### config.mk
export PLATFORM = sky130hd
export DESIGN_NAME = sls_shift_latch
export DESIGN_NICKNAME = d
export VERILOG_FILES = /design/src/core/sls_pin_sync.v /design/src/core/sls_shift_latch.v
export VERILOG_INCLUDE_DIRS = /design/src /design/src/shared
export SDC_FILE = /design/constraint.sdc
export NUM_CORES = 1
export LEC_CHECK = 0
export ABC_CLOCK_PERIOD_IN_PS = 1900
export BUFFER_PORTS_ARGS = -buffer_cell sky130_fd_sc_hd__clkbuf_2
export CAP_MARGIN = 5
export CORE_MARGIN = 3
export CORE_UTILIZATION = 45
export CTS_BUF_LIST = sky130_fd_sc_hd__clkbuf_4 sky130_fd_sc_hd__clkbuf_8
export CTS_CLUSTER_DIAMETER = 150
export CTS_CLUSTER_SIZE = 10
export DETAILED_ROUTE_END_ITERATION = 12
export PLACE_DENSITY = 0.63
export RECOVER_POWER = 100
export SYNTH_ARGS = -nofsm -noshare
export SYNTH_HDL_FRONTEND = slang
export SYNTH_SLANG_ARGS = --single-unit
export TNS_END_PERCENT = 1
### constraint.sdc
create_clock -name clk_sys_i -period 1.9 [get_ports clk_sys_i]
set_input_delay 0.19 -clock clk_sys_i [delete_from_list [all_inputs] [get_ports clk_sys_i]]
set_output_delay 0.19 -clock clk_sys_i [all_outputs]
set_load 0.005 [all_outputs]
### src/shared/sls_map.vh
// Constants for the serial LED shift-and-latch block.
// Assumes inclusion by bare name from the core design files.
`ifndef SLS_MAP_VH
`define SLS_MAP_VH

`define SLS_WIDTH 8
`define SLS_MSB 7
`define SLS_ZERO 8'h00
`define SLS_SYNC_DEPTH 3

`endif

### src/core/sls_pin_sync.v
// Three-stage synchroniser with agreement filter for one pin input.
// Assumes clk_sys_i is the only clock; rst_i is synchronous, active high.
`timescale 1ns/10ps
`include "sls_map.vh"

module sls_pin_sync (
    // Clock and reset
    input wire clk_sys_i,
    input wire rst_i,
    // Pin side
    input wire pin_i,
    // Filtered level and edges
    output wire level_o,
    output wire rise_o,
    output wire fall_o
);

reg meta_r;
reg s2_r;
reg s3_r;
reg level_r;

////////////////////////////////////////////////////////////////////////
// Stage 1 is read only by stage 2; level moves when stages 2 and 3 agree
always @(posedge clk_sys_i) begin
    if (rst_i) begin
        meta_r <= 1'h0;
        s2_r <= 1'h0;
        s3_r <= 1'h0;
        level_r <= 1'h0;
    end else begin
        meta_r <= pin_i;
        s2_r <= meta_r;
        s3_r <= s2_r;
        if (s2_r == s3_r) begin
            level_r <= s3_r;
        end
    end
end

wire level_nxt;
assign level_nxt = (s2_r == s3_r) ? s3_r : level_r;
assign level_o = level_r;
assign rise_o = level_nxt & ~level_r;
assign fall_o = ~level_nxt & level_r;

endmodule // sls_pin_sync

### src/core/sls_shift_latch.v
// Serial-in shift register, storage latch and gated open-drain sinks.
// Assumes all pin inputs are asynchronous to clk_sys_i and are
// oversampled; pin edges must be several system clocks apart.
//
// Contract
// - Eight-bit shift register feeds eight-bit storage register.
// - Shift-clock rising edge samples serial input and shifts one place.
// - Latch-clock rising edge copies all shift stages into storage.
// - Clear low zeroes shift, storage and output buffer.
// - Storage reaches output buffer only while clear is high.
// - Output enable high forces all buffer bits low, sinks off.
// - Output enable low makes buffer follow storage without clock edge.
// - Sink output is off for buffer zero and sinks for one.
// - Cascade output updates on falling shift-clock edge.
// - Cascade output presents the last shift stage.
`timescale 1ns/10ps
`include "sls_map.vh"

module sls_shift_latch (
    // Clock and reset
    input wire clk_sys_i,
    input wire rst_i,
    // Serial control pins
    input wire shift_clock_i,
    input wire latch_clock_i,
    input wire clear_n_i,
    input wire out_enable_n_i,
    input wire shift_data_in_i,
    // Cascade output
    output wire cascade_data_out_o,
    // Open-drain sinks: output low level, enable high while sinking
    output wire [`SLS_MSB:0] sink_out_o,
    output wire [`SLS_MSB:0] sink_out_oe_o
);

wire sck_rise;
wire sck_fall;
wire lck_rise;
wire clr_n_lvl;
wire oe_n_lvl;
wire sdi_lvl;

////////////////////////////////////////////////////////////////////////
// Pin synchronisers
sls_pin_sync u_sync_sck (
    .clk_sys_i(clk_sys_i),
    .rst_i(rst_i),
    .pin_i(shift_clock_i),
    .level_o(),
    .rise_o(sck_rise),
    .fall_o(sck_fall)
);

sls_pin_sync u_sync_lck (
    .clk_sys_i(clk_sys_i),
    .rst_i(rst_i),
    .pin_i(latch_clock_i),
    .level_o(),
    .rise_o(lck_rise),
    .fall_o()
);

sls_pin_sync u_sync_clr (
    .clk_sys_i(clk_sys_i),
    .rst_i(rst_i),
    .pin_i(clear_n_i),
    .level_o(clr_n_lvl),
    .rise_o(),
    .fall_o()
);

sls_pin_sync u_sync_oe (
    .clk_sys_i(clk_sys_i),
    .rst_i(rst_i),
    .pin_i(out_enable_n_i),
    .level_o(oe_n_lvl),
    .rise_o(),
    .fall_o()
);

// Same synchroniser as the clock, but edges lead level_o by one cycle, so data needs one cycle of setup
sls_pin_sync u_sync_sdi (
    .clk_sys_i(clk_sys_i),
    .rst_i(rst_i),
    .pin_i(shift_data_in_i),
    .level_o(sdi_lvl),
    .rise_o(),
    .fall_o()
);

////////////////////////////////////////////////////////////////////////
// Next-value helpers

// One shift step: the new bit enters stage 0 and older bits move up
function [`SLS_MSB:0] sls_shift_step;
    input [`SLS_MSB:0] cur;
    input din;
    begin
        sls_shift_step = {cur[`SLS_MSB-1:0], din};
    end
endfunction

// Far end of the shift register, passed on to the next device
function sls_far_stage;
    input [`SLS_MSB:0] cur;
    begin
        sls_far_stage = cur[`SLS_MSB];
    end
endfunction

// Buffer gating: clear or a high enable empties it, else storage passes
function [`SLS_MSB:0] sls_gate;
    input [`SLS_MSB:0] stored;
    input clr;
    input en_n;
    begin
        if (clr || en_n) begin
            sls_gate = `SLS_ZERO;
        end else begin
            sls_gate = stored;
        end
    end
endfunction

////////////////////////////////////////////////////////////////////////
// Shift, storage, buffer and cascade registers
reg [`SLS_MSB:0] shift_r;
reg [`SLS_MSB:0] shift_nxt;
reg [`SLS_MSB:0] store_r;
reg [`SLS_MSB:0] store_nxt;
reg [`SLS_MSB:0] obuf_r;
reg [`SLS_MSB:0] obuf_nxt;
reg cascade_r;
reg cascade_nxt;
wire clear_act;

// Reset and a low clear pin both empty every register
assign clear_act = rst_i | ~clr_n_lvl;

always @* begin
    shift_nxt = shift_r;
    if (clear_act) begin
        shift_nxt = `SLS_ZERO;
    end else if (sck_rise) begin
        shift_nxt = sls_shift_step(shift_r, sdi_lvl);
    end
end

always @* begin
    store_nxt = store_r;
    if (clear_act) begin
        store_nxt = `SLS_ZERO;
    end else if (lck_rise) begin
        store_nxt = shift_r;
    end
end

// Cascade moves on the falling shift edge for extra downstream hold
always @* begin
    cascade_nxt = cascade_r;
    if (clear_act) begin
        cascade_nxt = 1'h0;
    end else if (sck_fall) begin
        cascade_nxt = sls_far_stage(shift_r);
    end
end

// One register stage stands in for the transparent buffer path
always @* begin
    obuf_nxt = sls_gate(store_r, clear_act, oe_n_lvl);
end

always @(posedge clk_sys_i) begin
    shift_r <= shift_nxt;
end

always @(posedge clk_sys_i) begin
    store_r <= store_nxt;
end

always @(posedge clk_sys_i) begin
    cascade_r <= cascade_nxt;
end

always @(posedge clk_sys_i) begin
    obuf_r <= obuf_nxt;
end

////////////////////////////////////////////////////////////////////////
// Outputs
assign cascade_data_out_o = cascade_r;
assign sink_out_o = `SLS_ZERO;
assign sink_out_oe_o = obuf_r;

endmodule // sls_shift_latch

# Word level (Yosys, flattened, before mapping)
# Index checks and enable logic that the tools add are counted.
# totals
register_bits,45
latchBits,0
mem_bits_rw,0
mem_bits_ro,0
out_inout_bits,17
word_cells,40
mem_count,0
# op_classes
add_sub_neg,0
mul,0
div_mod_pow,0
n_lt_le_gt_ge,0
n_eq_ne,5
n_shift,0
mux,2
bitwise_logic,8
n_reduce_logical,1
# ops
op,count
$eq A1 B1 Y1,5
$not A1 Y1,4
$and A1 B1 Y1,3
$mux W1,2
$logic_or A1 B1 Y1,1
$or A1 B1 Y1,1

# Longest topological paths before layout
# Gate-level depths: netlist (run 1).
# depth
depth_word,4
depth_mapped,4

# By module
# A second synthesis (run 1) with hierarchy kept.
# hier_totals
hier_cells,147
hier_area_um2,1556.5
# modules_own_cells
mod,instances,cells_per_inst,area_per_inst_um2,seq_area_each_um2
sls_shift_latch,1,82,918.4,500.5
sls_pin_sync,5,13,127.6,80.1

# Worst setup path after synthesis (run 1)
# Ideal clock, no wire load.
# synth_timing
path_type,register to register
startpoint,register u_sync_sck.level_r (netlist: u_sync_sck.level_o)
endpoint,register shift_r[1]
setup_time_ns,0.072
arrival_ns,0.808
t_required_ns,1.828
setup_slack_ns,1.020
path_stages_with_launch,4
synth_period_minus_slack_ns,0.880
cell_sequence,dfxtp_1 > and3b_1 > buf_6 > mux2i_1
# synth_between
elab_chain_cells,2
# synth_rtl
item,line_no,text
from (decl),sls_pin_sync.v:21,reg level_r;
from (signal assigned),sls_pin_sync.v:36,level_r <= s3_r;
$mux W1 / $not A1 Y1 (equally long branches),"sls_pin_sync.v:42, sls_pin_sync.v:44",
$and A1 B1 Y1 (*),sls_pin_sync.v:44,assign rise_o = level_nxt & ~level_r;
to (signal assigned),sls_shift_latch.v:174,shift_r <= shift_nxt;
to (decl),sls_shift_latch.v:127,reg [`SLS_MSB:0] shift_r;
# Mark *: on every way between the ends. The rest lies on a longest branch, timed or not.
# A chain may end at the register's enable or synchronous reset.

# Worst setup path in the final report (run 1)
# layout_timing
startpoint,input rst_i
endpoint,register obuf_r[0] (netlist: sink_out_oe_o[0])
# layout_between
elab_chain_cells,2
# layout_rtl
item,line_no,text
from (decl),sls_shift_latch.v:22,"input wire rst_i,"
$or A1 B1 Y1,sls_shift_latch.v:138,assign clear_act = rst_i | ~clr_n_lvl;
$logic_or A1 B1 Y1,sls_shift_latch.v:117,if (clr || en_n) begin
to (signal assigned),sls_shift_latch.v:186,obuf_r <= obuf_nxt;
to (decl),sls_shift_latch.v:131,reg [`SLS_MSB:0] obuf_r;
# Every way passes these cells.

==> out/qor.csv, run 1 <==
stage,metric,value,unit
status,outcome,"finished, final reports clean",
pwr,sw power,291,uW
clock_tree,Sink Count,45,
die,die area,4250,um^2
layout,final cell count without fillers,197,
clock_tree,TritonCTS clock tree,done,
clock_tree,number of CTS-inserted buffers,5,
synth,Yosys reg bits,45,
layout,FF+latch area,901,um^2
clock_tree,clk_lat worst skew,340,ps
worst_setup_path,CP arrival,1580,ps
worst_setup_path,critical path class,input port to flip-flop,
synth,synthesized instance count,139,
synth,largest cells by area after synthesis,"dfxtp_1 57%, mux2i_1 11%, nand3b_1 9.0%",
global_route,GRT Max-Usage Layer,met2,
worst_setup_path,cells along the critical path,clkbuf_1 > nor3b_2 > and2_0,
global_route,GR Util met1,13.1,%
global_route,first-pass GRT wire length,3760,um
layout,layout cell share with drive strength beyond 1,11.8,%
sta,Tcrit/Tclk final,70.5,%
drt,antenna-violating nets left,0,
worst_setup_path,"Max FO, Critical Path",39,
placed_design,"worst slack, placed",612,ps
sta,final setup fails,0,
worst_setup_path,Worst path max stage delay,950,ps
synth,post-synthesis xor/xnor area fraction,0,%
pwr,Leak Pwr,0.667,nW
layout,most frequent cells in the layout,"45 x dfxtp_1, 19 x nand3b_1, 17 x mux2i_1",
clock_tree,Bufs on Longest Clock Path,2,
pwr,PwrDens,869,nW/um^2
drt,vias,912,
drt,DRC viols,0,
synth,post-synthesis sequential area ratio,57.1,%
synth,Post-Syn Area,1580,um^2
layout,fillers,315,
layout,P&R area growth vs syn,6.19,%
global_route,GR Layer Usage met2,18.3,%
die,Top-Level Pins,24,
synth,adder-cell area share of the yosys netlist,0,%
clock_tree,H-Tree Depth,2,
synth,syn_area_per_cell,11.3,um^2
placed_design,port bufs,15,
synth,yosys warns,0,
flow_run,maxcap violations,0,
worst_setup_path,crit path buf inv count,1,
global_route,met3 Use GR,5.81,%
placed_design,DP HPWL,1500,um
sta,fmax,0.746,GHz
synth,mux share of post-synthesis cell area,10.8,%
clock_tree,"Setup Fix Bufs, Post-CTS",0,
global_route,grt total ovfl,0,
sta,Setup Total Neg Slack,0,ps
drt,Routed WL per cell,11.1,um
synth,simple logic cell fraction of the synthesized area,21.2,%
die,row count,20,
pwr,Gate power share,2.5,%
drt,final wirelength,2180,um
pwr,register share of total power,66.1,%
worst_setup_path,startpoint types,input port,
sta,RSZ-0062 raised after global routing,false,
synth,complex-gate fraction of the synthesized area,3.17,%
layout,"commonest non-fill, non-tap cell in the layout",dfxtp_1,
global_route,GRT Overall Usage,11.6,%
layout,Multi-input gate area,584,um^2
die,die width,65.2,um
pwr,VDD IR max,0.599,mV
global_route,largest net degree at the start of global routing,40,
synth,largest family of logic cells by synthesized area,simple AND/OR/NAND/NOR gates,
pwr,Final Power,1.45,mW
worst_setup_path,top cell family by delay on the critical path,buffers and inverters,
placed_design,Placer Congestion,0.666,
worst_setup_path,CP max-delay cell,clkbuf_1,
pwr,Int Power,1.16,mW
sta,final-report hold violation count,0,
global_route,vias in the first global route,865,
drt,vias per cell,4.63,
global_route,initial antenna violation count,0,
layout,ANT cells,0,
die,Starting Density,49.2,%
worst_setup_path,WP data required,2140,ps
pwr,Switching Share,20.0,%
synth,post-synth cell types,17,
clock_tree,"Hold-fix buffers, CTS",0,
sta,Worst Tran Pin Value,1330,ps
sta,Worst slew margin,11.3,%
clock_tree,Clock Tree Root,clkbuf_4,
drt,Pre-Repair DR Iteration Count,4,
synth,Synth top area share,57.1,%
die,Die Ht,65.2,um
sta,Slew Limit Fails,0,
clock_tree,post-cts gate resize count,0,
placed_design,Placed Instances,190,
sta,fin crit period,1340,ps
layout,NumNets Final,160,
clock_tree,clock slew at reported path FFs,110,ps
sta,Layout Skew,7.40,ps
sta,final worst slack,560,ps
pwr,clock group share of total power,31.4,%
hold_path,Hold WC Path Type,input port to flip-flop,
drt,initial DRC count,47,
worst_setup_path,CP Capture Type,flip-flop,
synth,post-synth top area cell,dfxtp_1,
die,Core ar.,3200,um^2
[worst register-to-register path: cells and delay by family, from the launching register on]
kind          cells  cell delay, ps
flops             1             560
buf+inv           1             250
simple gates      1             140
mux               1             180
[metal layers]
| metal | wire, um | up-vias |
|---|---|---|
| li1 | - | 478 |
| met1 | 1030 | 407 |
| met2 | 984 | 25 |
| met3 | 136 | 2 |
| met4 | 26 | 0 |
| met5 | 0 | - |
[logic make-up (layout without fill, tap and decap cells)]
| logic type | count (synthesis) | after routing |
|---|---|---|
| buffers and inverters | 16 | 23 |
| AOI/OAI and AO/OA | 10 | 10 |
| DFF | 45 | 45 |
| other | 1 | 8 |
| muxes | 17 | 17 |
| and+or+nand+nor | 50 | 50 |
[path summary, 6_finish.rpt]
| kind | startpoint | endpoint | slack [ps] | depth (start not counted) |
|---|---|---|---|---|
| setup / recovery | rst_i | sink_out_oe_o[0] | 560 | 3 |
| hold / removal | latch_clock_i | u_sync_lck.meta_r | 60 | 2 |
| setup reg to reg | u_sync_clr.level_o | shift_r[7] | 710 | 3 |
| hold reg to reg | u_sync_lck.meta_r | u_sync_lck.s2_r | 450 | 1 |
[synth_stat cells, drive strengths merged]
cell    count
and2        8
dfxtp      45
and3b       1
conb        1
nand2       5
o21ai       5
a21oi       5
clkbuf      1
mux2i      17
nand3b     19
nor3b       2
nor2b      15
buf        15
[stage by stage]
stage,instance area [um^2],hold WS (ps),utilization [%]
after floorplan,1600,318,-
after global placement,1620,407,50.7
after detailed placement,1620,409,50.7
after CTS,1680,41.0,52.5
after global routing,1670,33.6,52.3
final,1670,56.7,52.3
[power by group through the flow]
stage,clock [mW],sequential [mW],combinational [mW]
after floorplan,0,0.982,0.0442
after global placement,0,0.983,0.0357
after detailed placement,0,0.984,0.0365
after CTS,0.473,0.962,0.0365
after global routing,0.513,0.965,0.0416
final,0.457,0.962,0.0362
[cell type report]
| type | count | area share [%] |
|---|---|---|
| Sequential cell | 45 | 53.8 |
| Multi-Input combinational cell | 85 | 34.9 |
| Timing Repair Buffer | 16 | 4.48 |
| Clock buffer | 7 | 3.51 |
| Tap cell | 44 | 3.29 |
No activity file was read; power rests on OpenSTA's default activity.
==> inputs of run 2 (changes only) <==
--- a/config.mk
+++ b/config.mk
@@ -6,7 +6,7 @@
 export SDC_FILE = /design/constraint.sdc
 export NUM_CORES = 1
 export LEC_CHECK = 0
-export ABC_CLOCK_PERIOD_IN_PS = 1900
+export ABC_CLOCK_PERIOD_IN_PS = 1200
 export BUFFER_PORTS_ARGS = -buffer_cell sky130_fd_sc_hd__clkbuf_2
 export CAP_MARGIN = 5
 export CORE_MARGIN = 3
@@ -15,7 +15,7 @@
 export CTS_CLUSTER_DIAMETER = 150
 export CTS_CLUSTER_SIZE = 10
 export DETAILED_ROUTE_END_ITERATION = 12
-export PLACE_DENSITY = 0.63
+export PLACE_DENSITY = 0.65
 export RECOVER_POWER = 100
 export SYNTH_ARGS = -nofsm -noshare
 export SYNTH_HDL_FRONTEND = slang
==> constraint.sdc (replaced) <==
create_clock -name clk_sys_i -period 1.2 [get_ports clk_sys_i]
set_input_delay 0.12 -clock clk_sys_i [delete_from_list [all_inputs] [get_ports clk_sys_i]]
set_output_delay 0.12 -clock clk_sys_i [all_outputs]
set_load 0.005 [all_outputs]
==> run 2 against run 1 <==
Against the previous run:
- register-to-register slack got worse by 540 ps
- first-iteration DRC count fell by 30%
- critical path type is now flip-flop to flip-flop
- final cell count rose by 5.6%
- clock skew fell by 1.2 ps
- total power rose by 59%
- flip-flop and latch count did not move
- worst setup slack got worse by 390 ps
- critical path depth did not move
- via count rose by 7.1%
- worst hold slack improved by 140 ps
==> out/qor.csv, run 2 (synthesis gave the netlist of run 1 again) <==
stage,metric,value,unit,change
status,outcome,"finished, final reports clean",,
die,Starting Density,49.2,%,unchanged
sta,final setup fails,0,,unchanged
layout,final cell count without fillers,208,,+5.6%
placed_design,DP HPWL,1450,um,-3.4%
placed_design,port bufs,15,,unchanged
layout,"commonest non-fill, non-tap cell in the layout",dfxtp_1,,
die,row count,20,,unchanged
sta,fmax,0.971,GHz,
placed_design,Placer Congestion,0.661,,-0.83%
worst_setup_path,WP data required,1510,ps,-630 ps
layout,layout cell share with drive strength beyond 1,14.0,%,+2.3 points
drt,final wirelength,2270,um,+4.4%
drt,Pre-Repair DR Iteration Count,5,,+1
global_route,vias in the first global route,944,,+9.1%
layout,NumNets Final,170,,+6.3%
flow_run,maxcap violations,0,,unchanged
sta,RSZ-0062 raised after global routing,false,,
global_route,first-pass GRT wire length,4000,um,+6.3%
pwr,VDD IR max,0.830,mV,+39%
layout,P&R area growth vs syn,11.0,%,
pwr,Leak Pwr,0.709,nW,+6.2%
sta,fin crit period,1030,ps,
sta,Slew Limit Fails,0,,unchanged
die,die area,4250,um^2,unchanged
sta,Layout Skew,6.25,ps,-1.15 ps
layout,fillers,303,,-3.8%
sta,Setup Total Neg Slack,0,ps,unchanged
global_route,grt total ovfl,0,,unchanged
clock_tree,Bufs on Longest Clock Path,2,,unchanged
drt,vias per cell,4.70,,+1.5%
die,Die Ht,65.2,um,unchanged
global_route,largest net degree at the start of global routing,18,,-55%
drt,antenna-violating nets left,0,,unchanged
global_route,GRT Overall Usage,12.5,%,+0.88 points
hold_path,Hold WC Path Type,input port to flip-flop,,
clock_tree,Clock Tree Root,clkbuf_4,,
layout,most frequent cells in the layout,"45 x dfxtp_1, 19 x nand3b_1, 17 x mux2i_1",,
clock_tree,number of CTS-inserted buffers,5,,unchanged
placed_design,Placed Instances,195,,+2.6%
global_route,initial antenna violation count,0,,unchanged
worst_setup_path,startpoint types,flip-flop,,
clock_tree,clock slew at reported path FFs,120,ps,about the same
clock_tree,"Setup Fix Bufs, Post-CTS",0,,unchanged
clock_tree,post-cts gate resize count,0,,unchanged
sta,Hold WS,199,ps,+142 ps
worst_setup_path,critical path class,flip-flop to flip-flop,,
die,Top-Level Pins,24,,unchanged
die,Core ar.,3200,um^2,unchanged
pwr,PwrDens,1320,nW/um^2,+52%
worst_setup_path,CP arrival,1340,ps,-240 ps
placed_design,DP Area,1660,um^2,+2.3%
drt,Routed WL per cell,10.9,um,-1.1%
worst_setup_path,"Max FO, Critical Path",8,,-79%
clock_tree,TritonCTS clock tree,done,,
clock_tree,H-Tree Depth,2,,unchanged
clock_tree,clk_lat worst skew,360,ps,+20 ps
worst_setup_path,R2R setup slack,170,ps,-540 ps
layout,Finished Cell Area,1750,um^2,+4.6%
drt,initial DRC count,33,,-30%
drt,DRC viols,0,,unchanged
sta,Tcrit/Tclk final,85.9,%,
worst_setup_path,CP Capture Type,flip-flop,,
clock_tree,Sink Count,45,,unchanged
layout,ANT cells,0,,unchanged
die,die width,65.2,um,unchanged
clock_tree,"Hold-fix buffers, CTS",5,,+5
drt,vias,977,,+7.1%
sta,final-report hold violation count,0,,unchanged
==> run 2: cell count changes in the layout (fill, tap and decap cells not counted), sizes merged <==
cell / before / now
clkinv: 0 / 2
buf: 1 / 5
dlygate4sd3: 0 / 5
==> run 2: power breakdown <==
| part | switching, mW | internal [mW] |
|---|---|---|
| combinational | 0.0332 | 0.0430 |
| sequential | 0.00850 | 1.51 |
| clock | 0.464 | 0.246 |
| total | 0.506 | 1.80 |
==> run 2: critical path, stage by stage, from the launching register on <==
cell and delay (ps):
dfxtp_1 400, nor3b_1 210, clkbuf_2 220, and2_0 140
==> run 2: worst paths after layout <==
check                        to          startpoint  cells after the start
max            sink_out_oe_o[3]  u_sync_clr.level_o                      3
min          sls_gate.stored[4]               rst_i                      3
max reg2reg    sink_out_oe_o[3]  u_sync_clr.level_o                      3
min reg2reg      u_sync_oe.s2_r    u_sync_oe.meta_r                      1
==> run 2: area by class of cell <==
class / instances / area, um^2 / area share, %
multi-input cells: 85 / 579 / 33.1
repair buffers: 26 / 160 / 9.15
clock buffers: 6 / 45.0 / 2.57
flip-flops and latches: 45 / 901 / 51.5
clock inverters: 2 / 10.0 / 0.572
well taps: 44 / 55.1 / 3.15
==> run 2: routing by layer <==
layer / up-vias / wire length (um) / global-route usage, %
li1: 497 / - / -
met1: 445 / 1010 / 13.2
met2: 27 / 1050 / 21.2
met3: 8 / 148 / 4.27
met4: 0 / 68 / 7.77
met5: - / 0 / 0
==> run 2: stage by stage <==
step / worst slack (ps) / util (%) / power (mW)
floorplan: 320 / - / 1.62
global placement: 235 / 51.8 / 1.62
detailed placement: 197 / 51.8 / 1.62
CTS: 155 / 55.1 / 2.33
global route: 75.3 / 54.6 / 2.41
finish: 170 / 54.6 / 2.31
